$ cat config.mk
export PLATFORM = sky130hd
export DESIGN_NAME = hbc_ctrl_regs
export DESIGN_NICKNAME = d
export VERILOG_FILES = /design/src/pkg/hbc_pkg.sv /design/src/logic/hbc_ctrl_regs.sv /design/src/logic/hbc_reg16.sv
export SDC_FILE = /design/constraint.sdc
export NUM_CORES = 1
export LEC_CHECK = 0
export BUFFER_PORTS_ARGS = -buffer_cell sky130_fd_sc_hd__buf_2
export CORE_MARGIN = 2
export CORE_UTILIZATION = 58
export DETAILED_ROUTE_END_ITERATION = 16
export PLACE_DENSITY = 0.9
export RECOVER_POWER = 50
export SKIP_LAST_GASP = 1
export SLEW_MARGIN = 20
export SYNTH_ARGS = -nofsm -noshare
export SYNTH_HDL_FRONTEND = slang
export SYNTH_SLANG_ARGS = --single-unit
$ cat constraint.sdc
create_clock -name clk_sys -period 4.8 [get_ports clk_sys]
set_input_delay 0.96 -clock clk_sys [delete_from_list [all_inputs] [get_ports clk_sys]]
set_output_delay 0.96 -clock clk_sys [all_outputs]
set_load 0.1 [all_outputs]
$ cat src/pkg/hbc_pkg.sv
// Command codes, field positions and reset values of the buffer control bank
package hbc_pkg;
  localparam int HBC_DW = 16;
  localparam logic [7:0] HBC_RD_SCRATCH = 8'h28;
  localparam logic [7:0] HBC_WR_SCRATCH = 8'ha8;
  localparam logic [7:0] HBC_WR_SOFTRST = 8'ha9;
  localparam logic [7:0] HBC_RD_ISOLEN = 8'h2a;
  localparam logic [7:0] HBC_WR_ISOLEN = 8'haa;
  localparam logic [7:0] HBC_RD_ACKLEN = 8'h2b;
  localparam logic [7:0] HBC_WR_ACKLEN = 8'hab;
  localparam logic [7:0] HBC_RD_STATE = 8'h2c;
  localparam logic [7:0] HBC_RD_ISO0BYTES = 8'h2d;
  localparam logic [15:0] HBC_SOFT_KEY = 16'h00f6;
  localparam logic [15:0] HBC_RESET_VAL = 16'h0000;
  // Buffer status layout: full flags low, done flags above them
  localparam int HBC_ISO0_FULL = 0;
  localparam int HBC_ISO1_FULL = 1;
  localparam int HBC_ACK_FULL = 2;
  localparam int HBC_ISO0_DONE = 3;
  localparam int HBC_ISO1_DONE = 4;
  localparam int HBC_ACK_DONE = 5;
  localparam int HBC_FLAG_N = 6;
  localparam int HBC_BUF_N = 3;
endpackage

$ cat src/logic/hbc_ctrl_regs.sv
// Miscellaneous and buffer-RAM control register bank on the host command bus
//
// What this block does
// - Sixteen-bit scratch word, codes 28/A8, resets zero
// - Key F6H clears registers, buffer RAM kept
// - Soft reset reached only by write A9
// - One isochronous length sizes both iso buffers
// - Ack length register sizes acknowledged buffer
// - Status bits 0-2 give per-buffer full flags
// - Status bits 3-5 give per-buffer done flags
// - Status read-only at 2C, upper bits zero
// - Code 2D reports bytes waiting in iso zero
`timescale 1ns/100ps
`default_nettype none
module hbc_ctrl_regs
  import hbc_pkg::*;
(
  input wire logic clk_sys,
  input wire logic rst_n,
  input wire logic cmdStrobe,
  input wire logic [7:0] cmdCode,
  input wire logic dataWrStrobe,
  input wire logic [HBC_DW-1:0] dataWrValue,
  input wire logic [HBC_BUF_N-1:0] bufFullIn,
  input wire logic [HBC_BUF_N-1:0] bufDoneIn,
  input wire logic [HBC_DW-1:0] iso0BytesIn,
  output var logic [HBC_DW-1:0] rdData_r,
  output var logic rdValid_r,
  output var logic [HBC_DW-1:0] isoBufLen_r,
  output var logic [HBC_DW-1:0] ackBufLen_r,
  output var logic softReset_r
);
  ////////////////////////////////////////////////////////////////////////////
  // Command latch: a write code arms exactly one following data word
  logic [7:0] wrCode_r;
  logic wrArmed_r;
  logic [7:0] wrCode_nxt;
  logic wrArmed_nxt;
  logic isWrCode;
  logic dataTaken;

  assign isWrCode = cmdCode[7];
  assign dataTaken = dataWrStrobe && wrArmed_r;
  assign wrCode_nxt = (cmdStrobe && isWrCode) ? cmdCode : wrCode_r;
  // A new command always decides the arming; a data word disarms it
  assign wrArmed_nxt = cmdStrobe ? isWrCode : (dataTaken ? 1'b0 : wrArmed_r);

  always_ff @(posedge clk_sys or negedge rst_n) begin
    if (!rst_n) begin
      wrCode_r <= 8'h00;
      wrArmed_r <= 1'b0;
    end else begin
      wrCode_r <= wrCode_nxt;
      wrArmed_r <= wrArmed_nxt;
    end
  end

  ////////////////////////////////////////////////////////////////////////////
  // Write decode
  logic wrScratch;
  logic wrIsoLen;
  logic wrAckLen;
  logic softKeyHit;
  logic [HBC_DW-1:0] scratch_r;

  assign wrScratch = dataTaken && (wrCode_r == HBC_WR_SCRATCH);
  assign wrIsoLen = dataTaken && (wrCode_r == HBC_WR_ISOLEN);
  assign wrAckLen = dataTaken && (wrCode_r == HBC_WR_ACKLEN);
  // Only the exact key counts; any other value is dropped silently
  assign softKeyHit = dataTaken && (wrCode_r == HBC_WR_SOFTRST)
    && (dataWrValue == HBC_SOFT_KEY);

  ////////////////////////////////////////////////////////////////////////////
  // Read/write words; the soft key clears them, buffer RAM is not touched
  hbc_reg16 #(.RESET_VAL(HBC_RESET_VAL)) u_scratch (
    .clk_sys(clk_sys),
    .rst_n(rst_n),
    .softClr(softKeyHit),
    .wrEn(wrScratch),
    .wrData(dataWrValue),
    .value_r(scratch_r)
  );

  // Same value serves both isochronous buffers
  hbc_reg16 #(.RESET_VAL(HBC_RESET_VAL)) u_iso_len (
    .clk_sys(clk_sys),
    .rst_n(rst_n),
    .softClr(softKeyHit),
    .wrEn(wrIsoLen),
    .wrData(dataWrValue),
    .value_r(isoBufLen_r)
  );

  // No range check: software must keep the sum inside the 4096-byte RAM
  hbc_reg16 #(.RESET_VAL(HBC_RESET_VAL)) u_ack_len (
    .clk_sys(clk_sys),
    .rst_n(rst_n),
    .softClr(softKeyHit),
    .wrEn(wrAckLen),
    .wrData(dataWrValue),
    .value_r(ackBufLen_r)
  );

  ////////////////////////////////////////////////////////////////////////////
  // Status snapshots from the engine, cleared by the soft key
  logic [HBC_FLAG_N-1:0] bufFlags_r;
  logic [HBC_FLAG_N-1:0] bufFlags_nxt;
  logic [HBC_DW-1:0] iso0Bytes_r;
  logic [HBC_DW-1:0] iso0Bytes_nxt;
  logic [HBC_DW-1:0] stateWord;

  assign bufFlags_nxt = softKeyHit ? '0 : {bufDoneIn, bufFullIn};
  assign iso0Bytes_nxt = softKeyHit ? HBC_RESET_VAL : iso0BytesIn;
  // Reserved upper bits are hard zero
  assign stateWord = {{(HBC_DW-HBC_FLAG_N){1'b0}}, bufFlags_r};

  always_ff @(posedge clk_sys or negedge rst_n) begin
    if (!rst_n) begin
      bufFlags_r <= '0;
      iso0Bytes_r <= HBC_RESET_VAL;
    end else begin
      bufFlags_r <= bufFlags_nxt;
      iso0Bytes_r <= iso0Bytes_nxt;
    end
  end

  ////////////////////////////////////////////////////////////////////////////
  // Read decode; unknown and write-only codes answer zero
  logic isRdCmd;
  logic [HBC_DW-1:0] rdSel;

  assign isRdCmd = cmdStrobe && !isWrCode;
  assign rdSel = (cmdCode == HBC_RD_SCRATCH) ? scratch_r :
    (cmdCode == HBC_RD_ISOLEN) ? isoBufLen_r :
    (cmdCode == HBC_RD_ACKLEN) ? ackBufLen_r :
    (cmdCode == HBC_RD_STATE) ? stateWord :
    (cmdCode == HBC_RD_ISO0BYTES) ? iso0Bytes_r :
    HBC_RESET_VAL;

  always_ff @(posedge clk_sys or negedge rst_n) begin
    if (!rst_n) begin
      rdData_r <= HBC_RESET_VAL;
      rdValid_r <= 1'b0;
      softReset_r <= 1'b0;
    end else begin
      rdData_r <= isRdCmd ? rdSel : rdData_r;
      rdValid_r <= isRdCmd;
      softReset_r <= softKeyHit;
    end
  end

  ////////////////////////////////////////////////////////////////////////////
  // Checks
  a_scratch_write: assert property (
    @(posedge clk_sys) disable iff (!rst_n)
    wrScratch |=> scratch_r == $past(dataWrValue))
    else $error("scratch word did not take the written value");

  a_soft_clears: assert property (
    @(posedge clk_sys) disable iff (!rst_n)
    softKeyHit |=> (scratch_r == HBC_RESET_VAL) && (isoBufLen_r ==
    HBC_RESET_VAL) && (ackBufLen_r == HBC_RESET_VAL) && softReset_r
    && (bufFlags_r == '0))
    else $error("soft key did not clear the registers");

  a_nonkey_ignored: assert property (
    @(posedge clk_sys) disable iff (!rst_n)
    (dataTaken && wrCode_r == HBC_WR_SOFTRST && dataWrValue != HBC_SOFT_KEY)
    |=> !softReset_r && $stable(scratch_r) && $stable(isoBufLen_r))
    else $error("non-key soft reset write changed state");

  a_softrst_noread: assert property (
    @(posedge clk_sys) disable iff (!rst_n)
    (isRdCmd && cmdCode == (HBC_WR_SOFTRST & 8'h7f)) |=>
    rdValid_r && rdData_r == HBC_RESET_VAL)
    else $error("soft reset register answered a read");

  // The host model leaves a spare cycle between a write and the next read, and
  // nothing may touch the length in between
  a_isolen_read: assert property (
    @(posedge clk_sys) disable iff (!rst_n)
    wrIsoLen ##1 (!wrIsoLen && !softKeyHit) ##1
    (isRdCmd && cmdCode == HBC_RD_ISOLEN)
    |=> rdData_r == $past(dataWrValue, 3))
    else $error("iso length read back wrong");

  a_acklen_write: assert property (
    @(posedge clk_sys) disable iff (!rst_n)
    wrAckLen |=> ackBufLen_r == $past(dataWrValue))
    else $error("ack length did not take the written value");

  a_state_flags: assert property (
    @(posedge clk_sys) disable iff (!rst_n)
    (isRdCmd && cmdCode == HBC_RD_STATE) |=>
    rdData_r[HBC_ACK_FULL:HBC_ISO0_FULL] == $past(bufFlags_r[2:0]) &&
    rdData_r[HBC_ACK_DONE:HBC_ISO0_DONE] == $past(bufFlags_r[5:3]))
    else $error("buffer status flags misplaced");

  a_state_reserved: assert property (
    @(posedge clk_sys) disable iff (!rst_n)
    (isRdCmd && cmdCode == HBC_RD_STATE) |=>
    rdData_r[HBC_DW-1:HBC_FLAG_N] == '0)
    else $error("reserved status bits not zero");

  a_flags_follow: assert property (
    @(posedge clk_sys) disable iff (!rst_n)
    !softKeyHit |=> bufFlags_r == $past({bufDoneIn, bufFullIn}))
    else $error("status snapshot lags the engine");

  a_readback_len: assert property (
    @(posedge clk_sys) disable iff (!rst_n)
    !softKeyHit ##1 (isRdCmd && cmdCode == HBC_RD_ISO0BYTES) |=>
    rdData_r == $past(iso0BytesIn, 2))
    else $error("iso zero readback length wrong");

  a_read_pulse: assert property (
    @(posedge clk_sys) disable iff (!rst_n)
    rdValid_r |-> $past(isRdCmd))
    else $error("read answer without a read command");

  c_scratch_rw: cover property (@(posedge clk_sys) disable iff (!rst_n)
    wrScratch ##[1:4] (isRdCmd && cmdCode == HBC_RD_SCRATCH));
  c_soft_reset: cover property (@(posedge clk_sys) disable iff (!rst_n)
    softKeyHit);
  c_state_full: cover property (@(posedge clk_sys) disable iff (!rst_n)
    (isRdCmd && cmdCode == HBC_RD_STATE && bufFlags_r != '0));
  c_bad_key: cover property (@(posedge clk_sys) disable iff (!rst_n)
    dataTaken && wrCode_r == HBC_WR_SOFTRST && !softKeyHit);
endmodule // hbc_ctrl_regs
`default_nettype wire

$ cat src/logic/hbc_reg16.sv
// One read/write control word with a synchronous soft clear
`timescale 1ns/100ps
`default_nettype none
module hbc_reg16
  import hbc_pkg::*;
#(
  parameter logic [HBC_DW-1:0] RESET_VAL = HBC_RESET_VAL
) (
  input wire logic clk_sys,
  input wire logic rst_n,
  input wire logic softClr,
  input wire logic wrEn,
  input wire logic [HBC_DW-1:0] wrData,
  output var logic [HBC_DW-1:0] value_r
);
  logic [HBC_DW-1:0] value_nxt;

  // Soft clear outranks a write so a reset key always lands cleanly
  assign value_nxt = softClr ? RESET_VAL : (wrEn ? wrData : value_r);

  always_ff @(posedge clk_sys or negedge rst_n) begin
    if (!rst_n) begin
      value_r <= RESET_VAL;
    end else begin
      value_r <= value_nxt;
    end
  end
endmodule // hbc_reg16
`default_nettype wire

==> results of run 1 <==
## worst max-delay path by stage
| stage | endpoint | slack, ns | cells past startpoint |
|---|---|---|---|
| after CTS | u_iso_len.value_r[5] | 2.26 | 6 |
| after detailed placement | u_iso_len.value_r[5] | 1.91 | 6 |
| after floorplan | u_iso_len.value_r[1] | 2.57 | 5 |
| final | u_iso_len.value_r[7] | 1.74 | 2 |
| after global placement | iso0Bytes_r[12] | 1.98 | 6 |
| after global routing | u_iso_len.value_r[7] | 1.23 | 2 |
## flip-flops by register name (all words and copies together) (netlist names)
register	count
softReset_r	1
wrArmed_r	1
wrCode_r	8
u_scratch.value_r	16
rdValid_r	1
u_iso_len.value_r	16
rdData_r	16
u_ack_len.value_r	16
iso0Bytes_r	16
bufFlags_r	6
## cell type report
type | count | area, sq um
Clock inverter | 6 | 58.8
Inverter | 4 | 15.0
Clock buffer | 10 | 128
Multi-Input combinational cell | 288 | 1820
Sequential cell | 97 | 2430
Timing Repair Buffer | 102 | 497
Tap cell | 99 | 124
Fill cell | 565 | 2220
## routing by layer
metal  track usage  up-vias  part of all wire
met2         0.433      219              0.47
li1              -     1650                 -
met4         0.141        0             0.035
met5             0        -                 0
met3        0.0509       43             0.075
met1         0.394     1809              0.42
## cell usage in the layout, fill, tap and decap left out, types with 2 or more instances in the layout
cell type | netlist | layout
o21ai_0 | 49 | 49
clkbuf_1 | 12 | 18
o21ai_1 | 3 | 3
a22oi_1 | 10 | 10
mux2i_1 | 26 | 26
nand3_1 | 2 | 2
dfrtp_1 | 97 | 97
nor3_2 | 2 | 2
buf_4 | 3 | 3
clkinv_2 | 0 | 4
buf_2 | 8 | 82
nor4_4 | 2 | 2
inv_1 | 2 | 2
nor2b_1 | 23 | 23
a2bb2oi_1 | 6 | 6
nand4bb_1 | 2 | 2
nor4_1 | 6 | 6
nor2_1 | 23 | 23
a221o_1 | 10 | 10
nand2_1 | 72 | 72
nand4_1 | 2 | 2
o2bb2ai_1 | 10 | 10
mux2_2 | 6 | 6
a21oi_1 | 8 | 8
nor4_2 | 2 | 2
clkbuf_8 | 0 | 9
nand2b_1 | 4 | 4
a22o_1 | 10 | 10
inv_2 | 2 | 2
## logic make-up after synthesis
| group | after synthesis | synth area share |
|---|---|---|
| buffers and inverters | 29 | 0.0300 |
| AOI/OAI and AO/OA | 106 | 0.161 |
| muxes | 32 | 0.0749 |
| and+or+nand+nor | 150 | 0.180 |
| DFF | 97 | 0.554 |
## power by group through the flow
stage	clock [mW]	combinational, mW	sequential (mW)
floorplan	0	0.101	0.964
global placement	0	0.241	0.899
detailed placement	0	0.248	0.901
CTS	0.515	0.250	0.885
global route	0.545	0.268	0.891
finish	0.513	0.251	0.887
## per-stage QoR
step | area [sq um] | instances | util | hold slack, ns | worst slack, ns
after floorplan | 4380 | 414 | - | 0.449 | 2.57
after global placement | 4910 | 590 | 0.673 | 0.470 | 1.98
after detailed placement | 4910 | 590 | 0.673 | 0.470 | 1.91
after CTS | 5090 | 606 | 0.698 | 0.491 | 2.26
after global routing | 5070 | 606 | 0.695 | 0.515 | 1.23
final | 5070 | 606 | 0.695 | 0.492 | 1.74
==> results.md, run 1 <==
* Run status: complete, but fails checks
* Clock sinks at 97
* PortBufs at 99
* Initial antenna violation count at 0
* Share of cells above drive strength 1 at 0.231
* Total negative slack at 0 ns
* Power share of the clock group at 0.311
* Routability cong. at 0.885
* Synth area leaders: dfrtp_1, nand2_1, mux2i_1
* DRT iter0 DRCs at 456
* Total number of vias at 3721
* Total chip power at 1.65 mW
* Switching Fraction at 0.295
* Most instantiated cells after synthesis: dfrtp_1, nand2_1, o21ai_0
* Slowest-stage cell, CP: clkbuf_1
* Worst-Skew Late Latency at 0.36 ns
* Sequential Power Share at 0.537
* N_diodes at 0
* Row cnt at 31
* Internal at 1.16 mW
* CTS root buf: clkbuf_8
* Vias per inst at 6.14
* # setup viols final at 0
* Sw Pwr at 486 uW
* Mapped Cells at 414
* Critical path buffers and inverters at 2
* Vias in the first global route at 3588
* Startpoint Class: primary input
* Post-CTS Setup Bufs at 0
* Reg2reg path depth at 5
* Cell variety after synth at 39
* Fin. max-slew vios at 48
* Syn_area_per_cell at 10.6 sq um
* Clock buffers created by TritonCTS at 9
* Minimum clock period at 3.06 ns
* Top delay family on crit path: buffers and inverters
* Top-count cell post-synth: dfrtp_1
* CTS tree: built
* Die width at 90.9 um
* Post-synthesis sequential area ratio at 0.554
* Die Y at 90.9 um
* EDFF count, synth at 0
* Die area at 8260 sq um
* FF+latch count, synth at 97
* GRT Total Usage at 0.284
* Core area at 7290 sq um
* DR DRC count at 0
* Worst clock skew at 0.00754 ns
* Rel. slew slack at -0.669
* First-pass GRT wire length at 18300 um
* Largest net degree at the start of global routing at 52
* Hold Startpoint: wrCode_r[7]
* Achievable Freq at 327 MHz
* Hold buffers post-CTS at 0
* Crit-path max cell delay at 1.75 ns
* Area delta synth->final at 15.8%
* CP required at 5.24 ns
* H-tree depth at 3
* DP HPWL at 8050 um
* Share of async-settable or async-resettable flops after synthesis at 1.00
* Initial Utilization at 0.600
* R2r setup slk at 2.40 ns
* Drt first pass iters at 5
* RSZ-0062 raised after global routing: no
* Routed wire length at 11400 um
* FF-to-FF End: u_iso_len.value_r[5]
* Critical Path Source: rst_n
* CP arrival at 3.50 ns
* Global route total overflow at 0
* Detail Route Antenna Nets at 0
* Commonest register cell after synthesis: dfrtp_1
* Part of the cycle the worst path needs at 0.637
* Synth warn at 0
* Endpoint, Worst Hold: wrCode_r[7]
* Comb power frac at 0.152
* WL per Instance at 18.8 um
* Worst setup EP type: async pin
* Pwr/cell area at 326 nW/um^2
* Post-Syn Area at 4380 sq um
* Share of the synthesized area in the top cell type at 0.554
* I/O pin total at 100
* Final net count at 552
* Hold path depth at 1
* Post-CTS Resized at 0
* Hold Vio Cnt, Final at 0
* Max-Cap Viols at 1
* Worst Tran Pin Value at 2.50 ns
* CP Cell Sequence: clkbuf_1 -> buf_4
* RR Startpoint: wrCode_r[6]
* Clock tree buffer depth at 2
* Failing checks: capacitance limit, slew limit
* Clock-pin slew on the worst setup and hold paths at 0.09 ns
* Peak VDD IR at 0.236 mV
* Synthesized Nets at 464
* CP max FO at 51
* Leading area contributor after synthesis: dfrtp_1
* Setup CP Type: in2async
* Leak at 2.43 nW
* Hold Path Class: reg2reg
(Power assumes the default switching activity.)
==> run 2, diff against run 1 <==
--- a/config.mk
+++ b/config.mk
@@ -7,9 +7,9 @@
 export LEC_CHECK = 0
 export BUFFER_PORTS_ARGS = -buffer_cell sky130_fd_sc_hd__buf_2
 export CORE_MARGIN = 2
-export CORE_UTILIZATION = 58
+export CORE_UTILIZATION = 49
 export DETAILED_ROUTE_END_ITERATION = 16
-export PLACE_DENSITY = 0.9
+export PLACE_DENSITY = 0.81
 export RECOVER_POWER = 50
 export SKIP_LAST_GASP = 1
 export SLEW_MARGIN = 20
==> constraint.sdc (replaced) <==
create_clock -name clk_sys -period 2.4 [get_ports clk_sys]
set_input_delay 0.48 -clock clk_sys [delete_from_list [all_inputs] [get_ports clk_sys]]
set_output_delay 0.48 -clock clk_sys [all_outputs]
set_load 0.1 [all_outputs]
==> run 2 against run 1 <==
  * The flow now finishes without violations
  * Clock skew up 0.0021 ns
  * Highest routed layer unchanged
  * Hold slack worse by 0.16 ns
  * Non-clock buffer count up 15
  * Critical path depth down 1
  * Cell count up 4.0%
  * Largest power group unchanged
==> results.md, run 2 (synthesis gave the netlist of run 1 again) <==
* Core area at 8680 sq um (+19%)
* Hold Path Class: in2reg
* Post-CTS Setup Bufs at 0 (unchanged)
* RR Startpoint: wrCode_r[1]
* RSZ-0062 raised after global routing: no
* Fin. max-slew vios at 0 (-100%)
* Pwr/cell area at 629 nW/um^2 (+93%)
* Post-layout util at 0.599 (-0.0965)
* Die Y at 98.5 um (+8.4%)
* DRT iter0 DRCs at 233 (-49%)
* CP arrival at 1.59 ns (-1.91 ns)
* Sw Pwr at 968 uW (+99%)
* CP required at 1.92 ns (-3.32 ns)
* Total number of vias at 3570 (-4.1%)
* CP Cell Sequence: clkbuf_1
* Sequential Power Share at 0.542 (+0.005)
* WL per Instance at 17.4 um (-7.4%)
* Vias in the first global route at 3609 (+0.59%)
* Post-CTS Resized at 0 (unchanged)
* I/O pin total at 100 (unchanged)
* Drt first pass iters at 5 (unchanged)
* CTS root buf: clkbuf_8
* Critical path buffers and inverters at 1 (-1)
* WP depth at 1 (-1)
* Minimum clock period at 2.07 ns
* Hold path depth at 2 (+1)
* Slowest-stage cell, CP: clkbuf_1
* Clock sinks at 97 (unchanged)
* Internal at 2.30 mW (+98%)
* Largest net degree at the start of global routing at 51 (-1.9%)
* Total negative slack at 0 ns (unchanged)
* Worst-Skew Late Latency at 0.36 ns (about the same)
* DR DRC count at 0 (unchanged)
* Vias per inst at 5.67 (-7.7%)
* H-tree depth at 3 (unchanged)
* N_diodes at 0 (unchanged)
* Hold Startpoint: bufDoneIn[1]
* # setup viols final at 0 (unchanged)
* Row cnt at 34 (+9.7%)
* Global route total overflow at 0 (unchanged)
* Initial Utilization at 0.504 (-0.0959)
* GRT Total Usage at 0.237 (-0.0464)
* Total chip power at 3.27 mW (+98%)
* Reg2reg path depth at 5 (unchanged)
* Part of the cycle the worst path needs at 0.862
* FF-to-FF End: u_iso_len.value_r[9]
* First-pass GRT wire length at 18300 um (+0.15%)
* Run status: completed
* Clock buffers created by TritonCTS at 9 (unchanged)
* DP HPWL at 8220 um (+2.2%)
* Top delay family on crit path: buffers and inverters
* Final worst setup slack at 0.332 ns (-1.41 ns)
* Share of cells above drive strength 1 at 0.257 (+0.0259)
* Crit path to: rdData_r[2]
* Most common cell after layout, fill and taps aside: dfrtp_1
* Leak at 2.50 nW (+3.2%)
* Hold buffers post-CTS at 0 (unchanged)
* Routed wire length at 11000 um (-3.7%)
* Final Cell Area at 5190 sq um (+2.5%)
* Power share of the clock group at 0.303 (-0.008)
* Area delta synth->final at 18.7%
* Crit-path max cell delay at 0.87 ns (-0.88 ns)
* Peak VDD IR at 0.306 mV (+30%)
* Placed Area at 5050 sq um (+3.0%)
* CTS tree: built
* Setup CP Type: reg2out
* Rel. slew slack at 0.201 (+0.870)
* Worst clock skew at 0.00964 ns (+0.00210 ns)
* Switching Fraction at 0.296 (+0.00165)
* Die area at 9710 sq um (+18%)
* Hold Vio Cnt, Final at 0 (unchanged)
* Critical Path Source: rdData_r[2]
* PortBufs at 99 (unchanged)
* CP max FO at 2 (-96%)
* Clock-pin slew on the worst setup and hold paths at 0.09 ns (about the same)
* Final net count at 567 (+2.7%)
* Routability cong. at 0.868 (-2.0%)
* Max-Cap Viols at 0 (-1)
* Die width at 98.5 um (+8.4%)
* Clock tree buffer depth at 2 (unchanged)
* Worst setup EP type: output port
* Leading cell types in the layout, fill and taps excluded: dfrtp_1, buf_2, nand2_1, o21ai_0, mux2i_1
* Comb power frac at 0.155 (+0.003)
* Pre-CTS setup slack at 0.349 ns (-1.56 ns)
* Detail Route Antenna Nets at 0 (unchanged)
* Achievable Freq at 483 MHz
* Initial antenna violation count at 0 (unchanged)
* Worst Tran Pin Value at 1.20 ns (-1.31 ns)
* Startpoint Class: register
* R2r setup slk at 0.45 ns (-1.95 ns)
run 2: cell count changes in the layout (fill, tap and decap cells not counted), sizes merged:
cell / before / now
buf: 85 / 101
bufinv: 1 / 0
clkinv: 5 / 0
inv: 4 / 5
clkbuf: 27 / 29
clkinvlp: 0 / 2
run 2: power by group through the flow:
| stage | clock network (mW) | registers, mW | logic, mW |
|---|---|---|---|
| 3_3_place_gp | 0 | 1.80 | 0.500 |
| 3_5_place_dp | 0 | 1.80 | 0.511 |
| 5_1_grt | 1.08 | 1.78 | 0.550 |
| 2_1_floorplan | 0 | 1.93 | 0.201 |
| 4_1_cts | 0.998 | 1.77 | 0.515 |
| 6_report | 0.989 | 1.77 | 0.508 |
run 2: cell type report:
class	instances	area [sq um]
inverters	4	15.0
fillers	729	3480
repair buffers	117	616
multi-input cells	288	1820
clock buffers	13	159
flip-flops and latches	97	2430
clock inverters	3	23.8
well taps	108	135
run 2: per-stage QoR:
stage	instances	hold WS [ns]
after floorplan	414	0.184
after global placement	614	0.479
after detailed placement	614	0.473
after CTS	630	0.145
after global routing	630	0.335
final	630	0.333
run 2: worst min-delay path by stage:
stage                                 to  slack [ns]
after floorplan            bufFlags_r[0]        0.18
after global placement       rdData_r[0]        0.48
after detailed placement     rdData_r[1]        0.47
after CTS                 iso0Bytes_r[4]        0.14
after global routing      iso0Bytes_r[9]        0.33
final                      bufFlags_r[4]        0.33
run 2: routing by layer:
layer,global-route usage,share of wire,vias up
li1,-,-,1679
met1,0.345,0.45,1735
met2,0.356,0.47,136
met3,0.0546,0.066,20
met4,0.0769,0.018,0
met5,0,0,-
